**config.mk**
```make
export PLATFORM = sky130hd
export DESIGN_NAME = link_interrupt_event_sources
export DESIGN_NICKNAME = d
export VERILOG_FILES = /design/src/include/link_irq_pkg.sv /design/src/design/link_interrupt_event_sources.sv
export SDC_FILE = /design/constraint.sdc
export NUM_CORES = 1
export LEC_CHECK = 0
export BUFFER_PORTS_ARGS = -buffer_cell sky130_fd_sc_hd__buf_2
export CAP_MARGIN = 20
export CORE_ASPECT_RATIO = 0.7
export CORE_MARGIN = 5
export CORE_UTILIZATION = 45
export DETAILED_ROUTE_END_ITERATION = 8
export GPL_TIMING_DRIVEN = 1
export PLACE_DENSITY = 0.77
export RECOVER_POWER = 50
export SYNTH_ARGS = -nofsm -noshare
export SYNTH_HDL_FRONTEND = slang
export SYNTH_SLANG_ARGS = --single-unit
```
**constraint.sdc**
```tcl
create_clock -name pclk -period 2.55 [get_ports pclk]
set_input_delay 0.255 -clock pclk [delete_from_list [all_inputs] [get_ports pclk]]
set_output_delay 0.255 -clock pclk [all_outputs]
set_load 0.02 [all_outputs]
```
**src/include/link_irq_pkg.sv**
```systemverilog
/*
 * Constants for the link interrupt event sources block: register offsets,
 * event bit positions, reset values and the access timeout.
 * Assumes a 32-bit APB register bus clocked at 200 MHz.
 */
package link_irq_pkg;

   // Register byte offsets
   localparam logic [7:0] OFS_EVENT_SET = 8'h80;
   localparam logic [7:0] OFS_EVENT_CLEAR = 8'h84;
   localparam logic [7:0] OFS_MASK_SET = 8'h88;
   localparam logic [7:0] OFS_MASK_CLEAR = 8'h8C;
   localparam logic [7:0] OFS_ISO_EVENT_SET = 8'hA0;
   localparam logic [7:0] OFS_ISO_EVENT_CLEAR = 8'hA4;
   localparam logic [7:0] OFS_ISO_MASK_SET = 8'hA8;
   localparam logic [7:0] OFS_ISO_MASK_CLEAR = 8'hAC;

   // Event bit positions
   localparam int BIT_MASTER_ENABLE = 31;
   localparam int BIT_LOST_CYCLE = 22;
   localparam int BIT_SIXTY_FOUR = 21;
   localparam int BIT_CYCLE_BOUNDARY = 20;
   localparam int BIT_PHY_REQUEST = 19;
   localparam int BIT_ACCESS_FAILURE = 18;
   localparam int BIT_BUS_RESET = 17;
   localparam int BIT_PRIMARY_SELFID = 16;
   localparam int BIT_SECONDARY_SELFID = 15;
   localparam int BIT_LOCK_RESPONSE = 9;
   localparam int BIT_POSTED_WRITE = 8;
   localparam int BIT_ISO_SUMMARY = 7;

   // Storable event bits; 14..10 stay zero
   localparam logic [31:0] EVENT_STORED = 32'h007F8300;
   localparam logic [31:0] EVENT_READABLE = 32'h007F8380;
   localparam logic [31:0] MASK_STORED = 32'h807F8380;

   // Reset values
   localparam logic [31:0] EVENT_RESET = 32'h00000000;
   localparam logic [31:0] MASK_RESET = 32'h00000000;

   // Isochronous receive contexts
   localparam int ISO_RX_CONTEXTS = 4;

   // Source vector layout
   localparam int SRC_CYCLE_LSB = 0;
   localparam int SRC_SECONDS_BIT = 1;
   localparam int SRC_CYCLE_START = 2;
   localparam int SRC_SUBACTION_GAP = 3;
   localparam int SRC_ARB_RESET_GAP = 4;
   localparam int SRC_PHY_REQUEST = 5;
   localparam int SRC_BUS_RESET = 6;
   localparam int SRC_SELFID_DONE = 7;
   localparam int SRC_LOCK_NO_ACK = 8;
   localparam int SRC_POSTED_ERROR = 9;
   localparam int SRC_LINK_CLOCK_OK = 10;
   localparam int SRC_ISO_BASE = 11;
   localparam int SRC_COUNT = SRC_ISO_BASE + ISO_RX_CONTEXTS;

   // Link clock wait before a register access fails
   localparam int CLK_PERIOD_NS = 5;
   localparam int ACCESS_TIMEOUT_NS = 1000;
   localparam int ACCESS_TIMEOUT_CYCLES = ACCESS_TIMEOUT_NS / CLK_PERIOD_NS;
   localparam logic [7:0] ACCESS_TIMEOUT_COUNT =
      8'(ACCESS_TIMEOUT_CYCLES - 1);

endpackage

```
**src/design/link_interrupt_event_sources.sv**
```systemverilog
/*
 * Link interrupt event sources: sticky event bits 22..15 and 9..8, the
 * isochronous receive summary bit 7, per-context receive events and masks,
 * the interrupt mask with master enable, and an APB slave for all of them.
 * Assumes event sources are asynchronous levels from the link side and
 * that link_clock_ok is high while the PHY-supplied clock runs.
 */
// The APB slave port was left to the implementer.
// Overview of operation
// No cycle start between boundaries: lost cycle
// Predict lost cycle from gaps without start
// Seconds counter bit toggle sets 64-second event
// Cycle count LSB toggle sets boundary event
// PHY status request sets PHY event
// Failed access sets failure bit before next
// PHY bus reset entry sets bus reset
// Self-ID done sets; bus reset clears it
// Secondary self-ID follows primary, ignores reset
// Bits 14 to 10 read zero
// Lock response without ack sets error
// Host bus error on posted write sets
// Summary bit is masked OR, unlatched
// One event bit per receive context
// Set on edge or set write; clear-write clears
// Event read returns event AND mask
// Interrupt needs master enable and unmasked event
// Bounded wait for link clock on access
`timescale 1ns/10ps
`default_nettype none
module link_interrupt_event_sources
   import link_irq_pkg::*;
(
   input wire logic pclk,
   input wire logic presetn,
   input wire logic psel,
   input wire logic penable,
   input wire logic pwrite,
   input wire logic [31:0] paddr,
   input wire logic [31:0] pwdata,
   output logic [31:0] prdata,
   output logic pready,
   output logic pslverr,
   input wire logic cycle_count_lsb,
   input wire logic cycle_seconds_bit6,
   input wire logic cycle_start_seen,
   input wire logic subaction_gap,
   input wire logic arb_reset_gap,
   input wire logic phy_interrupt_request,
   input wire logic phy_bus_reset,
   input wire logic selfid_stream_done,
   input wire logic lock_response_no_ack,
   input wire logic posted_write_bus_error,
   input wire logic link_clock_ok,
   input wire logic [ISO_RX_CONTEXTS-1:0] iso_receive_context_event,
   output logic interrupt
);

   typedef enum logic [1:0] {CY_IDLE, CY_WAIT, CY_GAP, CY_MET} cycle_e;
   typedef enum logic [1:0] {BUS_IDLE, BUS_WAIT, BUS_DONE} bus_e;

   logic [SRC_COUNT-1:0] src;
   logic [SRC_COUNT-1:0] sync1;
   logic [SRC_COUNT-1:0] sync2;
   logic [SRC_COUNT-1:0] sync3;
   logic [SRC_COUNT-1:0] stable;
   logic [SRC_COUNT-1:0] rise;
   logic [SRC_COUNT-1:0] toggle;
   logic [31:0] event_bits;
   logic [31:0] mask_bits;
   logic [ISO_RX_CONTEXTS-1:0] iso_event;
   logic [ISO_RX_CONTEXTS-1:0] iso_mask;
   logic iso_receive_summary;
   logic [31:0] event_view;
   logic [31:0] hw_set;
   logic [31:0] hw_clear;
   cycle_e cycle_state;
   bus_e bus_state;
   logic [7:0] wait_count;
   logic access_fail;
   logic access_done;
   logic write_ok;
   logic [7:0] offset;
   logic mapped;
   logic [31:0] read_value;
   logic lost_cycle_hit;
   logic wr_event_set;
   logic wr_event_clear;
   logic wr_mask_set;
   logic wr_mask_clear;
   logic wr_iso_event_set;
   logic wr_iso_event_clear;
   logic wr_iso_mask_set;
   logic wr_iso_mask_clear;
   logic [31:0] sw_set;
   logic [31:0] sw_clear;
   logic [ISO_RX_CONTEXTS-1:0] iso_sw_set;
   logic [ISO_RX_CONTEXTS-1:0] iso_sw_clear;
   logic timed_out;

   assign src = {iso_receive_context_event, link_clock_ok,
      posted_write_bus_error, lock_response_no_ack, selfid_stream_done,
      phy_bus_reset, phy_interrupt_request, arb_reset_gap, subaction_gap,
      cycle_start_seen, cycle_seconds_bit6, cycle_count_lsb};

   // Three-stage synchronisers with agreement filter
   genvar g;
   generate
      for (g = 0; g < SRC_COUNT; g++) begin : gen_sync
         always_ff @(posedge pclk or negedge presetn) begin
            if (!presetn) begin
               sync1[g] <= 1'b0;
               sync2[g] <= 1'b0;
               sync3[g] <= 1'b0;
               stable[g] <= 1'b0;
            end else begin
               sync1[g] <= src[g];
               sync2[g] <= sync1[g];
               sync3[g] <= sync2[g];
               if (sync2[g] == sync3[g]) begin
                  stable[g] <= sync3[g];
               end
            end
         end
         assign toggle[g] = (sync2[g] == sync3[g]) && (sync3[g] != stable[g]);
         assign rise[g] = toggle[g] && sync3[g];
      end
   endgenerate

   // APB decode
   assign offset = paddr[7:0];
   assign mapped = (paddr[31:8] == 24'h000000) && (
      offset == OFS_EVENT_SET || offset == OFS_EVENT_CLEAR ||
      offset == OFS_MASK_SET || offset == OFS_MASK_CLEAR ||
      offset == OFS_ISO_EVENT_SET || offset == OFS_ISO_EVENT_CLEAR ||
      offset == OFS_ISO_MASK_SET || offset == OFS_ISO_MASK_CLEAR);
   assign access_done = psel && penable && pready;
   assign write_ok = access_done && pwrite && !pslverr;

   // Write strobes per register
   assign wr_event_set = write_ok && (offset == OFS_EVENT_SET);
   assign wr_event_clear = write_ok && (offset == OFS_EVENT_CLEAR);
   assign wr_mask_set = write_ok && (offset == OFS_MASK_SET);
   assign wr_mask_clear = write_ok && (offset == OFS_MASK_CLEAR);
   assign wr_iso_event_set = write_ok && (offset == OFS_ISO_EVENT_SET);
   assign wr_iso_event_clear = write_ok && (offset == OFS_ISO_EVENT_CLEAR);
   assign wr_iso_mask_set = write_ok && (offset == OFS_ISO_MASK_SET);
   assign wr_iso_mask_clear = write_ok && (offset == OFS_ISO_MASK_CLEAR);

   // Software set and clear words
   assign sw_set = wr_event_set ? pwdata : 32'h00000000;
   assign sw_clear = wr_event_clear ? pwdata : 32'h00000000;
   assign iso_sw_set =
      wr_iso_event_set ? pwdata[ISO_RX_CONTEXTS-1:0] : '0;
   assign iso_sw_clear =
      wr_iso_event_clear ? pwdata[ISO_RX_CONTEXTS-1:0] : '0;

   // Link clock still missing at the end of the wait
   assign timed_out = mapped && !stable[SRC_LINK_CLOCK_OK] &&
      (wait_count == ACCESS_TIMEOUT_COUNT);

   // Lost cycle tracking between boundaries
   always_ff @(posedge pclk or negedge presetn) begin
      if (!presetn) begin
         cycle_state <= CY_IDLE;
      end else if (toggle[SRC_CYCLE_LSB]) begin
         cycle_state <= CY_WAIT;
      end else if (rise[SRC_CYCLE_START]) begin
         cycle_state <= CY_MET;
      end else begin
         case (cycle_state)
            CY_WAIT: begin
               if (rise[SRC_ARB_RESET_GAP]) begin
                  cycle_state <= CY_MET;
               end else if (rise[SRC_SUBACTION_GAP]) begin
                  cycle_state <= CY_GAP;
               end
            end
            CY_GAP: begin
               if (rise[SRC_ARB_RESET_GAP] || rise[SRC_SUBACTION_GAP]) begin
                  cycle_state <= CY_MET;
               end
            end
            CY_IDLE: cycle_state <= CY_IDLE;
            CY_MET: cycle_state <= CY_MET;
            default: cycle_state <= CY_IDLE;
         endcase
      end
   end

   always_comb begin
      lost_cycle_hit = 1'b0;
      // boundary without start
      if (toggle[SRC_CYCLE_LSB] && !rise[SRC_CYCLE_START] &&
          (cycle_state == CY_WAIT || cycle_state == CY_GAP)) begin
         lost_cycle_hit = 1'b1;
      end
      // predicted from gaps
      if (!rise[SRC_CYCLE_START] && !toggle[SRC_CYCLE_LSB] &&
          ((cycle_state == CY_WAIT && rise[SRC_ARB_RESET_GAP]) ||
           (cycle_state == CY_GAP &&
            (rise[SRC_ARB_RESET_GAP] || rise[SRC_SUBACTION_GAP])))) begin
         lost_cycle_hit = 1'b1;
      end
   end

   // Hardware event sources
   always_comb begin
      hw_set = 32'h00000000;
      hw_clear = 32'h00000000;
      hw_set[BIT_LOST_CYCLE] = lost_cycle_hit;
      // seconds bit change
      hw_set[BIT_SIXTY_FOUR] = toggle[SRC_SECONDS_BIT];
      // cycle count toggle
      hw_set[BIT_CYCLE_BOUNDARY] = toggle[SRC_CYCLE_LSB];
      // PHY status request
      hw_set[BIT_PHY_REQUEST] = rise[SRC_PHY_REQUEST];
      // failed access flag
      hw_set[BIT_ACCESS_FAILURE] = access_fail;
      // bus reset entry
      hw_set[BIT_BUS_RESET] = rise[SRC_BUS_RESET];
      // self-ID done and reset clear
      hw_set[BIT_PRIMARY_SELFID] = rise[SRC_SELFID_DONE];
      hw_clear[BIT_PRIMARY_SELFID] = rise[SRC_BUS_RESET];
      // secondary follows primary
      hw_set[BIT_SECONDARY_SELFID] = rise[SRC_SELFID_DONE];
      // lock response not acked
      hw_set[BIT_LOCK_RESPONSE] = rise[SRC_LOCK_NO_ACK];
      // posted write bus error
      hw_set[BIT_POSTED_WRITE] = rise[SRC_POSTED_ERROR];
   end

   // event set and clear, set wins
   always_ff @(posedge pclk or negedge presetn) begin
      if (!presetn) begin
         event_bits <= EVENT_RESET;
      end else begin
         event_bits <= ((event_bits
            & ~sw_clear
            & ~hw_clear)
            | hw_set
            | sw_set)
            & EVENT_STORED;
      end
   end

   always_ff @(posedge pclk or negedge presetn) begin
      if (!presetn) begin
         mask_bits <= MASK_RESET;
      end else if (wr_mask_set) begin
         mask_bits <= (mask_bits | pwdata) & MASK_STORED;
      end else if (wr_mask_clear) begin
         mask_bits <= mask_bits & ~pwdata & MASK_STORED;
      end
   end

   // per-context receive events
   always_ff @(posedge pclk or negedge presetn) begin
      if (!presetn) begin
         iso_event <= '0;
      end else begin
         iso_event <= (iso_event
            & ~iso_sw_clear)
            | rise[SRC_ISO_BASE +: ISO_RX_CONTEXTS]
            | iso_sw_set;
      end
   end

   always_ff @(posedge pclk or negedge presetn) begin
      if (!presetn) begin
         iso_mask <= '0;
      end else if (wr_iso_mask_set) begin
         iso_mask <= iso_mask | pwdata[ISO_RX_CONTEXTS-1:0];
      end else if (wr_iso_mask_clear) begin
         iso_mask <= iso_mask & ~pwdata[ISO_RX_CONTEXTS-1:0];
      end
   end

   // unlatched receive summary
   assign iso_receive_summary = |(iso_event & iso_mask);

   // reserved bits stay zero
   always_comb begin
      event_view = event_bits;
      event_view[BIT_ISO_SUMMARY] = iso_receive_summary;
      event_view = event_view & EVENT_READABLE;
   end

   always_comb begin
      case (offset)
         // event read is masked
         OFS_EVENT_SET, OFS_EVENT_CLEAR: read_value = event_view & mask_bits;
         OFS_MASK_SET, OFS_MASK_CLEAR: read_value = mask_bits;
         OFS_ISO_EVENT_SET, OFS_ISO_EVENT_CLEAR:
            read_value = {{(32-ISO_RX_CONTEXTS){1'b0}}, iso_event};
         OFS_ISO_MASK_SET, OFS_ISO_MASK_CLEAR:
            read_value = {{(32-ISO_RX_CONTEXTS){1'b0}}, iso_mask};
         default: read_value = 32'h00000000;
      endcase
   end

   // bounded wait for link clock
   always_ff @(posedge pclk or negedge presetn) begin
      if (!presetn) begin
         bus_state <= BUS_IDLE;
         pready <= 1'b0;
         pslverr <= 1'b0;
         prdata <= 32'h00000000;
      end else begin
         case (bus_state)
            BUS_IDLE: begin
               if (psel && !penable) begin
                  bus_state <= BUS_WAIT;
               end
            end
            BUS_WAIT: begin
               if (!mapped) begin
                  pready <= 1'b1;
                  pslverr <= 1'b1;
                  prdata <= 32'h00000000;
                  bus_state <= BUS_DONE;
               end else if (stable[SRC_LINK_CLOCK_OK]) begin
                  pready <= 1'b1;
                  pslverr <= 1'b0;
                  prdata <= pwrite ? 32'h00000000 : read_value;
                  bus_state <= BUS_DONE;
               end else if (timed_out) begin
                  pready <= 1'b1;
                  pslverr <= 1'b1;
                  prdata <= 32'h00000000;
                  bus_state <= BUS_DONE;
               end
            end
            BUS_DONE: begin
               pready <= 1'b0;
               pslverr <= 1'b0;
               bus_state <= BUS_IDLE;
            end
            default: bus_state <= BUS_IDLE;
         endcase
      end
   end

   // Cycles spent waiting for the link clock
   always_ff @(posedge pclk or negedge presetn) begin
      if (!presetn) begin
         wait_count <= 8'h00;
      end else if (bus_state == BUS_WAIT) begin
         wait_count <= wait_count + 8'h01;
      end else begin
         wait_count <= 8'h00;
      end
   end

   // fail flagged with the answer
   always_ff @(posedge pclk or negedge presetn) begin
      if (!presetn) begin
         access_fail <= 1'b0;
      end else begin
         access_fail <= (bus_state == BUS_WAIT) && timed_out;
      end
   end

   // master enable gates interrupt
   always_ff @(posedge pclk or negedge presetn) begin
      if (!presetn) begin
         interrupt <= 1'b0;
      end else begin
         interrupt <= mask_bits[BIT_MASTER_ENABLE] &&
            |(event_view & mask_bits & EVENT_READABLE);
      end
   end

endmodule
`default_nettype wire

```
==> implementation parameters <==
Parameter                              Value

Global routing
  Via count of the first global-routing pass    3,898
  Largest net degree at the start of global routing    46
  Gr usage total    17.9%
  GRT Residual Overflow    0
  Antenna violations before repair    0
  Wire length of the first global-routing pass    19,400 µm

CTS
  H-tree levels    4
  Cell chosen for the clock root    sky130_fd_sc_hd__clkbuf_16
  Hold buffer count at CTS    16
  TritonCTS buffer count    17
  Clock sink count    122
  Buffers inserted during post-CTS setup optimization    0
  Post-cts resize count    0
  Skew-Pair Late Insertion Delay    410 ps
  Clock slew at reported path FFs    50 ps
  CTS tree    yes
  Clk buf depth    2

STA
  Number of setup violations in the final report    0
  Worst slew pin tran    919 ps
  Final slew viol count    0
  Max_slew headroom    38.7%
  Final hold viol count    0
  RSZ-0062 raised after global routing    false
  Clock tree skew after final layout    7.34 ps
  Final cycle utilization of the critical path    88.4%
  Total negative setup slack    0 ps
  Peak Freq    444 MHz
  Clock period minus final worst setup slack    2250 ps

Die
  Standard-cell rows    32
  Overall die height    99.7 µm
  Area of the die    0.0138 mm²
  Area of the core region    0.0111 mm²
  Starting utilization of the core area    46.4%
  Boundary Pins    119
  Horizontal extent of the die    138 µm

Detailed routing
  Iteration count of the initial detailed-routing pass    5
  Routed length per placed instance    16.9 µm
  Number of DRC markers after the initial detailed-route iteration    217
  DRC errors left    0
  Final routed wirelength across all metal layers    11,900 µm
  Number of antenna-violating nets in the routed design    0
  Via total after detailed routing    3,765
  Via count normalized by instance count    5.35

Final layout
  Layout filler cell count    942
  Synthesis-to-finish area growth    26.4%
  Antenna diode instance count    0
  Final design area excluding fillers    0.00654 mm²
  Nets    631
  Share of layout cells above drive strength 1    24.9%
  Utilization after layout    58.7%

Placed design
  Count of buffers inserted at the top-level ports    86
  Placed standard-cell area    0.00576 mm²
  Final HPWL from detailed placement    8320 µm
  Global placement routability congestion    0.846

Yosys
  Yosys top cell by area    sky130_fd_sc_hd__dfrtp_1
  Number of warnings printed during yosys synthesis    0
  Synth Register Bits    122
  Cell count after synthesis    422
  Area share of the largest cell type after synthesis    59.1%
  Post-synthesis average cell area    12.3 µm²
  Post-synth top flop    sky130_fd_sc_hd__dfrtp_1
  Post-synth ARST share    100%
  Post-synthesis cell area    0.00517 mm²
  Number of enable-type register cells in the synthesized netlist    0
  Largest cells by area after synthesis    sky130_fd_sc_hd__dfrtp_1 (59%), sky130_fd_sc_hd__mux2i_1 (4.5%), sky130_fd_sc_hd__maj3_1 (2.9%)
  Count of unique library cells instantiated by Yosys    62
  Post-synthesis sequential area ratio    59.1%

Worst setup path
  Data arrival time of the critical path    2540 ps
  CP startpoint kind    flop
  Type of the worst setup path    reg -> reg
  Biggest fanout along the worst timing path    9
  Delay of the slowest cell on the worst path    680 ps
  Critical path, cell by cell    inv_1 > ha_1 > clkinv_1 > o41ai_1 > mux2_2
  Worst path required time    2840 ps
  Worst-path cell with the longest stage delay    sky130_fd_sc_hd__o41ai_1
  Crit path capture type    flop

Power
  Leakage power total    3.13 nW
  Highest ir drop seen on vdd    0.484 mV
  Pwr Density    816 mW/mm²

Outcome
  Run status    complete, no violations

Hold path
  Hold crit path type    in -> reg

Flow run
  Count of maximum capacitance violations    0
==> worst paths after layout <==
check                           depth (start not counted)              to          from  slack, ps
max in group asynchronous                               3        sync3[8]       presetn       1180
worst max register to register                          5          pready  bus_state[1]        300
worst min register to register                          0        sync2[3]      sync1[3]        350
min in group asynchronous                               2        sync2[4]       presetn        520
worst max-delay path                                    5          pready  bus_state[1]        300
worst min-delay path                                    3  event_bits[15]    pwdata[15]        110
==> power breakdown <==
part           internal (mW)  switching, mW
clock network           1.65          0.862
registers               2.06         0.0822
logic                  0.286          0.394
==> cells in the mapped netlist (all sizes together), types with 2 or more instances <==
master and number:
nor3b 3, nand4 4, xor2 4, nor2b 4, nand2 15, ha 8, nand4b 5, clkbuf 8
dfrtp 122, o31ai 2, inv 28, nand3 13, buf 20, mux2 2, nor3 2, or3b 2
and3b 2, a22oi 4, nand3b 20, o21ai 22, a221oi 2, a221o 3, o211ai 4, nor2 16
maj3 15, mux2i 23, xnor2 2, o2bb2ai 16, and4b 3, o22ai 3, and3 3, or2 2
a31oi 7, nor4 11
==> layer usage <==
metal	wire [µm]	part of all wire, %	track usage, %
met5	0	0	0
met4	105	0.88	4.94
met3	965	8.1	6.25
met2	5350	45	27.1
met1	5470	46	24.7
==> critical path: cells and delay by family (launching register included) <==
kind	cells	cell delay [ps]
multiplexers	1	400
flip-flops	1	380
buffers and inverters	2	380
adder cells (fa/ha/maj)	1	290
AO/OA/AOI/OAI	1	680
==> area by class of cell <==
| type | count | area (µm²) | area share [%] |
|---|---|---|---|
| multi-input combinational | 258 | 1890 | 29.0 |
| sequential | 122 | 3050 | 46.7 |
| timing repair buffer | 111 | 671 | 10.3 |
| clock inverter | 12 | 174 | 2.66 |
| clock buffer | 19 | 443 | 6.78 |
| inverter | 29 | 109 | 1.67 |
| tap | 153 | 191 | 2.93 |
==> through the flow <==
step | worst slack (ps) | hold WS (ps) | cells | power (mW)
after global routing | 179 | 112 | 704 | 5.55
after global placement | 414 | 236 | 657 | 2.79
after detailed placement | 370 | 249 | 657 | 2.83
after CTS | 368 | 89.3 | 704 | 5.37
after floorplan | 552 | -40.6 | 437 | 2.59
final | 296 | 108 | 704 | 5.33
==> cells by family after synthesis <==
kind of cell,count (synthesis),synth area share [%]
adder cells (fa/ha/maj),23,4.84
other,1,0.0725
XOR/XNOR,6,1.02
multiplexers,25,4.89
AND/OR/NAND/NOR,111,13.9
buffers and inverters,57,5.40
AO/OA/AOI/OAI,77,10.8
flip-flops,122,59.1
==> cell usage in the layout, fill, tap and decap left out, types with 17 or more instances in the layout <==
cell type / count
sky130_fd_sc_hd__buf_2: 85
sky130_fd_sc_hd__clkbuf_16: 17
sky130_fd_sc_hd__dfrtp_1: 122
sky130_fd_sc_hd__inv_1: 28
sky130_fd_sc_hd__mux2i_1: 23
sky130_fd_sc_hd__nand3b_1: 20
sky130_fd_sc_hd__o21ai_0: 22
Power figures use the tool's default switching activity.
